### config.mk
export PLATFORM = sky130hd
export DESIGN_NAME = ept_pwm_timer
export DESIGN_NICKNAME = d
export VERILOG_FILES = /design/src/rtl/ept_pkg.sv /design/src/rtl/ept_chan.sv /design/src/rtl/ept_pwm_timer.sv
export SDC_FILE = /design/constraint.sdc
export NUM_CORES = 2
export LEC_CHECK = 0
export ABC_AREA = 0
export BUFFER_PORTS_ARGS = -buffer_cell sky130_fd_sc_hd__buf_2
export CORE_AREA = 2 2 278 280
export DETAILED_ROUTE_END_ITERATION = 16
export DIE_AREA = 0 0 280 282
export MAX_ROUTING_LAYER = met4
export PLACE_DENSITY_LB_ADDON = 0.25
export SLEW_MARGIN = 25
export SYNTH_ARGS = -nofsm -noshare
export SYNTH_HDL_FRONTEND = slang
export SYNTH_HIERARCHICAL = 1
export SYNTH_SLANG_ARGS = --single-unit
### constraint.sdc
create_clock -name i_clk -period 5.02 [get_ports i_clk]
set_input_delay 0.251 -clock i_clk [delete_from_list [all_inputs] [get_ports i_clk]]
set_output_delay 0.251 -clock i_clk [all_outputs]
set_load 0.05 [all_outputs]
### src/rtl/ept_pkg.sv
package ept_pkg;
    localparam int EPT_NCH = 8;
    localparam int EPT_CW = 8;
    localparam int EPT_NPAIR = EPT_NCH / 2;

    // Byte addresses on the register bus
    localparam logic [7:0] EPT_OFS_EN = 8'h00;
    localparam logic [7:0] EPT_OFS_POL = 8'h04;
    localparam logic [7:0] EPT_OFS_ALIGN = 8'h08;
    localparam logic [7:0] EPT_OFS_JOIN = 8'h0c;
    localparam logic [7:0] EPT_OFS_PER = 8'h20;
    localparam logic [7:0] EPT_OFS_DUTY = 8'h40;
    localparam logic [7:0] EPT_OFS_CNT = 8'h60;

    // Field positions: per-channel arrays use address bits [4:2] as index
    localparam int EPT_IDX_LSB = 2;
    localparam int EPT_GRP_LSB = 5;

    // Values after reset
    localparam logic [7:0] EPT_RST_EN = 8'h00;
    localparam logic [7:0] EPT_RST_POL = 8'hff;
    localparam logic [7:0] EPT_RST_ALIGN = 8'h00;
    localparam logic [3:0] EPT_RST_JOIN = 4'h0;
    localparam logic [7:0] EPT_RST_PER = 8'hff;
    localparam logic [7:0] EPT_RST_DUTY = 8'h00;

    typedef enum logic {EPT_UP, EPT_DOWN} ept_dir_t;
    typedef enum logic {EPT_IDLE, EPT_ACK} ept_bus_t;
endpackage

### src/rtl/ept_chan.sv
`timescale 1ns/1ns
module ept_chan import ept_pkg::*; #(
    parameter int W = 16
) (
    input wire logic i_clk,
    input wire logic i_rstn,
    input wire logic i_en,
    input wire logic i_pol,
    input wire logic i_center,
    input wire logic [W-1:0] i_per,
    input wire logic [W-1:0] i_duty,
    output logic o_out,
    output logic [W-1:0] o_cnt
);
    if (W < 2 || W > 16) begin : g_chk
        $error("ept_chan: W must be 2..16");
    end

    logic [W-1:0] cnt_reg;
    logic [W-1:0] per_sh_reg;
    logic [W-1:0] duty_sh_reg;
    logic center_sh_reg;
    ept_dir_t dir_reg;
    logic out_reg;
    logic boundary;
    logic act;
    logic [W-1:0] thr;

    always_comb begin
        if (per_sh_reg == '0) begin
            boundary = 1'b1;
        end else if (center_sh_reg) begin
            boundary = (dir_reg == EPT_DOWN && cnt_reg == W'(1)) ||
                (dir_reg == EPT_UP && cnt_reg == per_sh_reg &&
                 per_sh_reg == W'(1));
        end else begin
            boundary = (cnt_reg == per_sh_reg - W'(1));
        end
    end

    // Shadows only move at a period edge or while disabled, so a write never cuts a pulse
    always_ff @(posedge i_clk) begin
        if (!i_rstn) begin
            per_sh_reg <= '0;
            duty_sh_reg <= '0;
            center_sh_reg <= 1'b0;
        end else if (!i_en || boundary) begin
            per_sh_reg <= i_per;
            duty_sh_reg <= i_duty;
            center_sh_reg <= i_center;
        end
    end

    always_ff @(posedge i_clk) begin
        if (!i_rstn || !i_en) begin
            cnt_reg <= '0;
            dir_reg <= EPT_UP;
        end else if (boundary) begin
            cnt_reg <= '0;
            dir_reg <= EPT_UP;
        end else if (center_sh_reg && dir_reg == EPT_UP &&
                     cnt_reg == per_sh_reg) begin
            cnt_reg <= cnt_reg - W'(1);
            dir_reg <= EPT_DOWN;
        end else if (dir_reg == EPT_DOWN) begin
            cnt_reg <= cnt_reg - W'(1);
        end else begin
            cnt_reg <= cnt_reg + W'(1);
        end
    end

    // Centre mode: active for 2*duty counts around the peak
    always_comb begin
        thr = (duty_sh_reg >= per_sh_reg) ? '0 : per_sh_reg - duty_sh_reg;
        if (center_sh_reg) begin
            act = (cnt_reg > thr) || (dir_reg == EPT_UP &&
                cnt_reg >= thr && cnt_reg < per_sh_reg);
        end else begin
            act = cnt_reg < duty_sh_reg;
        end
    end

    always_ff @(posedge i_clk) begin
        if (!i_rstn) begin
            out_reg <= 1'b0;
        end else begin
            out_reg <= (i_en && act) ? i_pol : !i_pol;
        end
    end

    assign o_out = out_reg;
    assign o_cnt = cnt_reg;

    property p_dis_idle;
        @(posedge i_clk) disable iff (!i_rstn)
        !i_en |=> (o_out != $past(i_pol));
    endproperty
    a_dis_idle: assert property (p_dis_idle)
        else $error("disabled channel not at idle level");

    property p_left_wrap;
        @(posedge i_clk) disable iff (!i_rstn)
        (i_en && !center_sh_reg && per_sh_reg != '0 &&
         cnt_reg == per_sh_reg - W'(1)) |=> (cnt_reg == '0);
    endproperty
    a_left_wrap: assert property (p_left_wrap)
        else $error("left-aligned counter did not wrap");

    property p_center_turn;
        @(posedge i_clk) disable iff (!i_rstn)
        (i_en && center_sh_reg && dir_reg == EPT_UP &&
         per_sh_reg > W'(1) && cnt_reg == per_sh_reg) |=>
        (dir_reg == EPT_DOWN && cnt_reg == $past(per_sh_reg) - W'(1));
    endproperty
    a_center_turn: assert property (p_center_turn)
        else $error("centre counter did not turn at the peak");

    property p_zero_duty;
        @(posedge i_clk) disable iff (!i_rstn)
        (i_en && duty_sh_reg == '0) |=> (o_out != $past(i_pol));
    endproperty
    a_zero_duty: assert property (p_zero_duty)
        else $error("zero duty produced an active output");

    property p_full_duty;
        @(posedge i_clk) disable iff (!i_rstn)
        (i_en && per_sh_reg != '0 && duty_sh_reg >= per_sh_reg) |=>
        (o_out == $past(i_pol));
    endproperty
    a_full_duty: assert property (p_full_duty)
        else $error("full duty produced an inactive output");

    property p_shadow_hold;
        @(posedge i_clk) disable iff (!i_rstn)
        (i_en && !boundary) |=>
        ($stable(per_sh_reg) && $stable(duty_sh_reg));
    endproperty
    a_shadow_hold: assert property (p_shadow_hold)
        else $error("period or duty changed inside a period");

    property p_cnt_bound;
        @(posedge i_clk) disable iff (!i_rstn)
        (i_en && per_sh_reg != '0) |-> (cnt_reg <= per_sh_reg);
    endproperty
    a_cnt_bound: assert property (p_cnt_bound)
        else $error("counter beyond its period");
endmodule

### src/rtl/ept_pwm_timer.sv
`timescale 1ns/1ns
// What this block does
// - Eight PWM channels, each with own 8-bit counter, period and duty.
// - Every enabled channel runs its waveform continuously; a joined pair runs as one.
// - Duty spans never active through always active.
// - Software picks each output's active level.
// - Left-aligned counts up and wraps; centre-aligned counts up then down.
// - Channel pairs 7:6, 5:4, 3:2, 1:0 can join into 16-bit channels.
module ept_pwm_timer import ept_pkg::*; #(
    parameter int CH_W = EPT_CW
) (
    input wire logic i_clk,
    input wire logic i_rstn,
    input wire logic [7:0] i_address,
    input wire logic i_read,
    input wire logic i_write,
    input wire logic [31:0] i_writedata,
    input wire logic [3:0] i_byteenable,
    output logic [31:0] o_readdata,
    output logic o_waitrequest,
    output logic [EPT_NCH-1:0] o_pwm
);
    if (CH_W != EPT_CW) begin : g_chk
        $error("ept_pwm_timer: CH_W must be 8");
    end

    localparam int JW = 2 * CH_W;

    logic [EPT_NCH-1:0] en_reg;
    logic [EPT_NCH-1:0] pol_reg;
    logic [EPT_NCH-1:0] align_reg;
    logic [EPT_NPAIR-1:0] join_reg;
    logic [CH_W-1:0] per_reg [EPT_NCH];
    logic [CH_W-1:0] duty_reg [EPT_NCH];
    logic [31:0] rdata_reg;
    logic wait_reg;
    ept_bus_t state_reg;

    logic [CH_W-1:0] cnt_byte [EPT_NCH];
    logic [JW-1:0] cnt_w [EPT_NCH];
    logic [EPT_NCH-1:0] pwm_w;
    logic [31:0] rd_mux;
    logic wr;
    logic [2:0] grp;
    logic [2:0] idx;

    assign grp = i_address[7:EPT_GRP_LSB];
    assign idx = i_address[EPT_GRP_LSB-1:EPT_IDX_LSB];
    assign wr = (state_reg == EPT_ACK) && i_write && i_byteenable[0];

    // One wait cycle: request seen, then answer with waitrequest low
    always_ff @(posedge i_clk) begin
        if (!i_rstn) begin
            state_reg <= EPT_IDLE;
            wait_reg <= 1'b1;
        end else begin
            case (state_reg)
                EPT_IDLE: begin
                    if (i_read || i_write) begin
                        state_reg <= EPT_ACK;
                        wait_reg <= 1'b0;
                    end
                end
                EPT_ACK: begin
                    state_reg <= EPT_IDLE;
                    wait_reg <= 1'b1;
                end
                default: begin
                    state_reg <= EPT_IDLE;
                    wait_reg <= 1'b1;
                end
            endcase
        end
    end

    always_comb begin
        rd_mux = 32'h0000_0000;
        if (grp == EPT_OFS_PER[7:5]) begin
            rd_mux[CH_W-1:0] = per_reg[idx];
        end else if (grp == EPT_OFS_DUTY[7:5]) begin
            rd_mux[CH_W-1:0] = duty_reg[idx];
        end else if (grp == EPT_OFS_CNT[7:5]) begin
            rd_mux[CH_W-1:0] = cnt_byte[idx];
        end else if (i_address == EPT_OFS_EN) begin
            rd_mux[EPT_NCH-1:0] = en_reg;
        end else if (i_address == EPT_OFS_POL) begin
            rd_mux[EPT_NCH-1:0] = pol_reg;
        end else if (i_address == EPT_OFS_ALIGN) begin
            rd_mux[EPT_NCH-1:0] = align_reg;
        end else if (i_address == EPT_OFS_JOIN) begin
            rd_mux[EPT_NPAIR-1:0] = join_reg;
        end
    end

    // Read data is caught on the request edge and held through the answer
    always_ff @(posedge i_clk) begin
        if (!i_rstn) begin
            rdata_reg <= 32'h0000_0000;
        end else if (state_reg == EPT_IDLE && i_read) begin
            rdata_reg <= rd_mux;
        end
    end

    always_ff @(posedge i_clk) begin
        if (!i_rstn) begin
            en_reg <= EPT_RST_EN;
            pol_reg <= EPT_RST_POL;
            align_reg <= EPT_RST_ALIGN;
            join_reg <= EPT_RST_JOIN;
        end else if (wr) begin
            if (i_address == EPT_OFS_EN) begin
                en_reg <= i_writedata[EPT_NCH-1:0];
            end
            if (i_address == EPT_OFS_POL) begin
                pol_reg <= i_writedata[EPT_NCH-1:0];
            end
            if (i_address == EPT_OFS_ALIGN) begin
                align_reg <= i_writedata[EPT_NCH-1:0];
            end
            if (i_address == EPT_OFS_JOIN) begin
                join_reg <= i_writedata[EPT_NPAIR-1:0];
            end
        end
    end

    genvar i;
    for (i = 0; i < EPT_NCH; i++) begin : g_ch
        logic [JW-1:0] per_in;
        logic [JW-1:0] duty_in;
        logic ch_en;

        always_ff @(posedge i_clk) begin
            if (!i_rstn) begin
                per_reg[i] <= EPT_RST_PER;
                duty_reg[i] <= EPT_RST_DUTY;
            end else if (wr && idx == 3'(i)) begin
                if (grp == EPT_OFS_PER[7:5]) begin
                    per_reg[i] <= i_writedata[CH_W-1:0];
                end
                if (grp == EPT_OFS_DUTY[7:5]) begin
                    duty_reg[i] <= i_writedata[CH_W-1:0];
                end
            end
        end

        if (i % 2 == 1) begin : g_odd
            // Odd channel holds the high byte and drives the joined pin
            always_comb begin
                if (join_reg[i/2]) begin
                    per_in = {per_reg[i], per_reg[i-1]};
                    duty_in = {duty_reg[i], duty_reg[i-1]};
                end else begin
                    per_in = {{CH_W{1'b0}}, per_reg[i]};
                    duty_in = {{CH_W{1'b0}}, duty_reg[i]};
                end
            end
            assign ch_en = en_reg[i];
            assign cnt_byte[i] = join_reg[i/2] ?
                cnt_w[i][JW-1:CH_W] : cnt_w[i][CH_W-1:0];
        end else begin : g_even
            assign per_in = {{CH_W{1'b0}}, per_reg[i]};
            assign duty_in = {{CH_W{1'b0}}, duty_reg[i]};
            // A joined even pin idles at its inactive level
            assign ch_en = en_reg[i] && !join_reg[i/2];
            assign cnt_byte[i] = join_reg[i/2] ?
                cnt_w[i+1][CH_W-1:0] : cnt_w[i][CH_W-1:0];
        end

        ept_chan #(
            .W(JW)
        ) u_chan (
            .i_clk(i_clk),
            .i_rstn(i_rstn),
            .i_en(ch_en),
            .i_pol(pol_reg[i]),
            .i_center(align_reg[i]),
            .i_per(per_in),
            .i_duty(duty_in),
            .o_out(pwm_w[i]),
            .o_cnt(cnt_w[i])
        );
    end

    for (i = 0; i < EPT_NPAIR; i++) begin : g_pair
        property p_join_even;
            @(posedge i_clk) disable iff (!i_rstn)
            join_reg[i] |=> (o_pwm[2*i] != $past(pol_reg[2*i]));
        endproperty
        a_join_even: assert property (p_join_even)
            else $error("joined even pin is not idle");
    end

    assign o_pwm = pwm_w;
    assign o_readdata = rdata_reg;
    assign o_waitrequest = wait_reg;

    property p_wait_pulse;
        @(posedge i_clk) disable iff (!i_rstn)
        !o_waitrequest |=> o_waitrequest;
    endproperty
    a_wait_pulse: assert property (p_wait_pulse)
        else $error("waitrequest low for more than one cycle");

    property p_answer;
        @(posedge i_clk) disable iff (!i_rstn)
        ((i_read || i_write) && state_reg == EPT_IDLE) |=>
        !o_waitrequest;
    endproperty
    a_answer: assert property (p_answer)
        else $error("request not answered on the next cycle");

    property p_en_write;
        @(posedge i_clk) disable iff (!i_rstn)
        (wr && i_address == EPT_OFS_EN) |=>
        (en_reg == $past(i_writedata[EPT_NCH-1:0]));
    endproperty
    a_en_write: assert property (p_en_write)
        else $error("enable register did not take written value");

    property p_per_write;
        @(posedge i_clk) disable iff (!i_rstn)
        (wr && grp == EPT_OFS_PER[7:5] && idx == 3'd0) |=>
        (per_reg[0] == $past(i_writedata[CH_W-1:0]));
    endproperty
    a_per_write: assert property (p_per_write)
        else $error("period register did not take written value");
endmodule

==> results.yml <==
outcome:
  run_status: "complete, no violations"
route:
  firstDrtPassIters: 7
  detail_route.iter0.violations: 5287
  route.detailed.wl_per_inst_um: 21.5
  detailroute.wirelength.met2_mm: 63.7
  vias: 44300
  met1_length_mm: 61.1
  top_layer_used: "met4"
  met3WireLength_mm: 14.7
  via_per_inst: 6.50
  drcViolationCount: 0
  antenna_violating_nets_post_route: 0
  wl_mm: 146
critical_path:
  data_required_time_at_the_worst_endpoint_ns: 5.58
  worst_ep_arrival_time_ns: 5.31
  worstSetupPathType: "reg2reg"
  end_kind: "flip-flop"
  start_kind: "flip-flop"
  timing.critical_path.fanout_max: 16
cts:
  clock_tree_from_tritoncts: "built"
  post_cts_buffers: 0
  cts.reportedPaths.clkPinSlew_ns: 0.06
  worst_skew_pair.late_latency_ns: 0.63
  cts_inserted_buffers: 67
  cts_buffer_depth: 3
  numClockSinks: 574
  cts_root_buf: "sky130_fd_sc_hd__clkbuf_16"
  cts_max_level: 3
grt:
  grt_first_pass_wirelength_mm: 227
  globalRouteTotalUtil_pct: 37.2
  grt_max_degree: 109
  grt-ovfl-total: 0
  number_of_antenna_violations_at_the_first_check_in_global_routing: 7
  first_global_vias: 40800
sta:
  period_minus_slack_ns: 4.75
  tightest_slew_ns: 1.15
  worst_hold_slack_ns: 0.169
  finalSetupViolations: 0
  final_hold_viol_count: 0
  final-max-slew-violation-count: 0
  timing.slew.headroom_pct: 21.7
  fin_crit_sh_pct: 94.7
  fin_skew_ns: 0.0296
  setup_slack_ns: 0.267
  maxClockFrequency_ghz: 0.210
synth:
  synthArstFlopShare_pct: 0
  synth_xor_xnor_area_share_pct: 6.24
  predominant_post_synthesis_flop_cell: "sky130_fd_sc_hd__dfxtp_1"
  synthTopCellsByArea: "sky130_fd_sc_hd__dfxtp_1, sky130_fd_sc_hd__ha_1, sky130_fd_sc_hd__edfxtp_1"
  synth_fa_ha_area_share_pct: 14.5
  synth-edff-count: 128
  main_combinational_cell_family_by_area_after_synthesis: "simple AND/OR/NAND/NOR gates"
  synthesis.area_per_instance_um2: 8.39
  synth_seq_area_share_pct: 26.1
  synth.ff_latch_count: 574
  synthesis.instances: 5827
  yosysUniqueCellTypes: 93
  synth-compound-area-share_pct: 15.9
  ys.warnings.count: 6
  synthMuxAreaShare_pct: 9.21
  synth_top_cell_by_area: "sky130_fd_sc_hd__dfxtp_1"
  yosys.area.top_type_share_pct: 18.3
  post_synth_and_or_nand_nor_area_fraction_pct: 22.3
  synth_area_um2: 48900
final_layout:
  ff_latch_area_um2: 12800
  final_nets: 6384
  area_growth_syn_to_layout_pct: 6.28
  fraction_of_final_layout_cells_with_drive_strength_greater_than_1_pct: 7.08
  fill_cells: 6132
  multi_input_comb_area_um2: 33700
place:
  place.gp.congestion: 0.999
  place.port_buffers: 37
  place_worst_setup_slack_ns: 0.248
  post-dp-hpwl_mm: 107
power_and_ir_drop:
  pwr-share-comb_pct: 16.1
  cellInternalPower_mw: 8.36
  power.share.clock_pct: 41.6
  total_power_mw: 11.8
  power_switching_share_pct: 29.0
  powerDensity_nw_per_um2: 227
  vdd_ir_drop_max_mv: 0.235
  net_switching_component_of_the_power_mw: 3.42
  seq_power_share_pct: 42.2
  total_leakage_power_nw: 21.2
floorplan:
  design.core.area_um2: 75700
  die_h_um: 282
  num_rows: 101
  floorplan.initialDensity_pct: 64.6
  num_io_pins: 89
  design.die.area_um2: 79000
  die_w_um: 280
hold_path:
  worstHoldPathType: "in2reg"
flow_run:
  cap_viol_max_count: 0
## repair_timing
item,CTS,global route
setup endpoints to repair,0,6
endpoints found under the hold margin,4,0
resized for setup,0,13
hold buffers,3,0
## cell type report
cell class,count,area share (%)
clock buffers,96,3.67
flip-flops and latches,574,24.6
well taps,978,2.36
repair buffers,109,1.51
inverters,338,2.44
multi-input cells,4686,64.9
clock inverters,27,0.501
diodes,8,0.0385
## kinds of logic (layout without fill, tap and decap cells)
group	count (synthesis)	after routing
AND/OR/NAND/NOR	2122	2122
multiplexers	414	414
other	1	96
XOR/XNOR	348	348
AO/OA/AOI/OAI	1154	1154
adder cells (fa/ha/maj)	560	560
flip-flops	574	574
buffers and inverters	654	570
## worst paths after layout
check / start / endpoint / slack, ns / depth (start not counted)
setup / recovery: g_ch[4].u_chan/per_sh_reg[0] / g_ch[4].u_chan/o_out / 0.27 / 19
hold / removal: i_writedata[1] / en_reg[1] / 0.17 / 3
setup reg to reg: g_ch[4].u_chan/per_sh_reg[0] / g_ch[4].u_chan/o_out / 0.27 / 19
hold reg to reg: g_ch[4].u_chan/duty_sh_reg[2] / g_ch[4].u_chan/duty_sh_reg[2] / 0.46 / 2
## per-layer routing
layer	global-route usage, %	vias up
li1	-	20900
met2	55.9	2114
met1	48.6	20900
met3	7.26	437
met4	16.1	0
met5	-	-
## layout by cell type (no fill, tap or decap), types with 45 or more instances in the layout
master | netlist | routed
sky130_fd_sc_hd__nand2_1 | 735 | 735
sky130_fd_sc_hd__ha_1 | 552 | 552
sky130_fd_sc_hd__dfxtp_1 | 446 | 442
sky130_fd_sc_hd__inv_1 | 338 | 338
sky130_fd_sc_hd__mux2i_1 | 316 | 316
sky130_fd_sc_hd__nor2_1 | 292 | 292
sky130_fd_sc_hd__a21oi_1 | 258 | 256
sky130_fd_sc_hd__xnor2_1 | 256 | 256
sky130_fd_sc_hd__o21ai_0 | 234 | 220
sky130_fd_sc_hd__and3_1 | 151 | 151
sky130_fd_sc_hd__and2_1 | 144 | 144
sky130_fd_sc_hd__nand3_1 | 133 | 133
sky130_fd_sc_hd__edfxtp_1 | 128 | 128
sky130_fd_sc_hd__nor3_1 | 127 | 127
sky130_fd_sc_hd__nand4_1 | 118 | 118
sky130_fd_sc_hd__or3_1 | 117 | 117
sky130_fd_sc_hd__a21o_1 | 106 | 106
sky130_fd_sc_hd__xor2_1 | 92 | 92
sky130_fd_sc_hd__conb_1 | 1 | 88
sky130_fd_sc_hd__nor2b_1 | 80 | 80
sky130_fd_sc_hd__o211ai_1 | 77 | 77
sky130_fd_sc_hd__mux2_2 | 76 | 76
sky130_fd_sc_hd__clkbuf_16 | 0 | 68
sky130_fd_sc_hd__buf_4 | 33 | 67
sky130_fd_sc_hd__a211oi_1 | 64 | 62
sky130_fd_sc_hd__a31oi_1 | 49 | 48
sky130_fd_sc_hd__o2111ai_1 | 45 | 45
## power groups by stage
stage | combinational, mW | sequential [mW] | clock (mW)
6_report | 1.90 | 4.97 | 4.91
5_1_grt | 2.10 | 4.98 | 5.12
4_1_cts | 1.84 | 4.96 | 4.93
3_5_place_dp | 1.82 | 5.06 | 0
3_3_place_gp | 1.78 | 5.06 | 0
2_1_floorplan | 1.44 | 5.01 | 0
## stage by stage
stage / instances / setup TNS, ns / instance area, µm² / utilization (%)
final: 6816 / 0 / 52000 / 68.6
after detailed placement: 6682 / 0 / 49700 / 65.6
after CTS: 6808 / 0 / 51900 / 68.5
after global placement: 6682 / 0 / 49700 / 65.6
after global routing: 6814 / -0.0526 / 51900 / 68.6
after floorplan: 5914 / 0 / 49200 / -
## cell usage after synthesis (80+ instances only)
library cell,number
sky130_fd_sc_hd__and3_1,151
sky130_fd_sc_hd__a21oi_1,258
sky130_fd_sc_hd__ha_1,552
sky130_fd_sc_hd__nor2_1,292
sky130_fd_sc_hd__edfxtp_1,128
sky130_fd_sc_hd__dfxtp_1,446
sky130_fd_sc_hd__or3_1,117
sky130_fd_sc_hd__nor2b_1,80
sky130_fd_sc_hd__a21o_1,106
sky130_fd_sc_hd__nand4_1,118
sky130_fd_sc_hd__o21ai_0,234
sky130_fd_sc_hd__clkbuf_1,206
sky130_fd_sc_hd__nand3_1,133
sky130_fd_sc_hd__mux2i_1,316
sky130_fd_sc_hd__nand2_1,735
sky130_fd_sc_hd__inv_1,338
sky130_fd_sc_hd__xor2_1,92
sky130_fd_sc_hd__xnor2_1,256
sky130_fd_sc_hd__nor3_1,127
sky130_fd_sc_hd__and2_1,144
## critical path: stages, from the launching register on
cell	delay, ns
sky130_fd_sc_hd__dfxtp_1	0.37
sky130_fd_sc_hd__inv_1	0.14
sky130_fd_sc_hd__ha_1	0.19
sky130_fd_sc_hd__inv_1	0.06
sky130_fd_sc_hd__fa_1	0.43
sky130_fd_sc_hd__a211oi_1	0.27
sky130_fd_sc_hd__o21ai_0	0.17
sky130_fd_sc_hd__a21oi_1	0.31
sky130_fd_sc_hd__a21oi_1	0.13
sky130_fd_sc_hd__nor2b_1	0.15
sky130_fd_sc_hd__o41a_1	0.52
sky130_fd_sc_hd__nor2b_1	0.23
sky130_fd_sc_hd__ha_1	0.28
sky130_fd_sc_hd__nand4_1	0.17
sky130_fd_sc_hd__nor4_2	0.30
sky130_fd_sc_hd__o211ai_1	0.13
sky130_fd_sc_hd__o21ai_0	0.23
sky130_fd_sc_hd__a221oi_1	0.11
sky130_fd_sc_hd__a211oi_1	0.28
sky130_fd_sc_hd__mux2i_1	0.21
(Power assumes the default switching activity.)
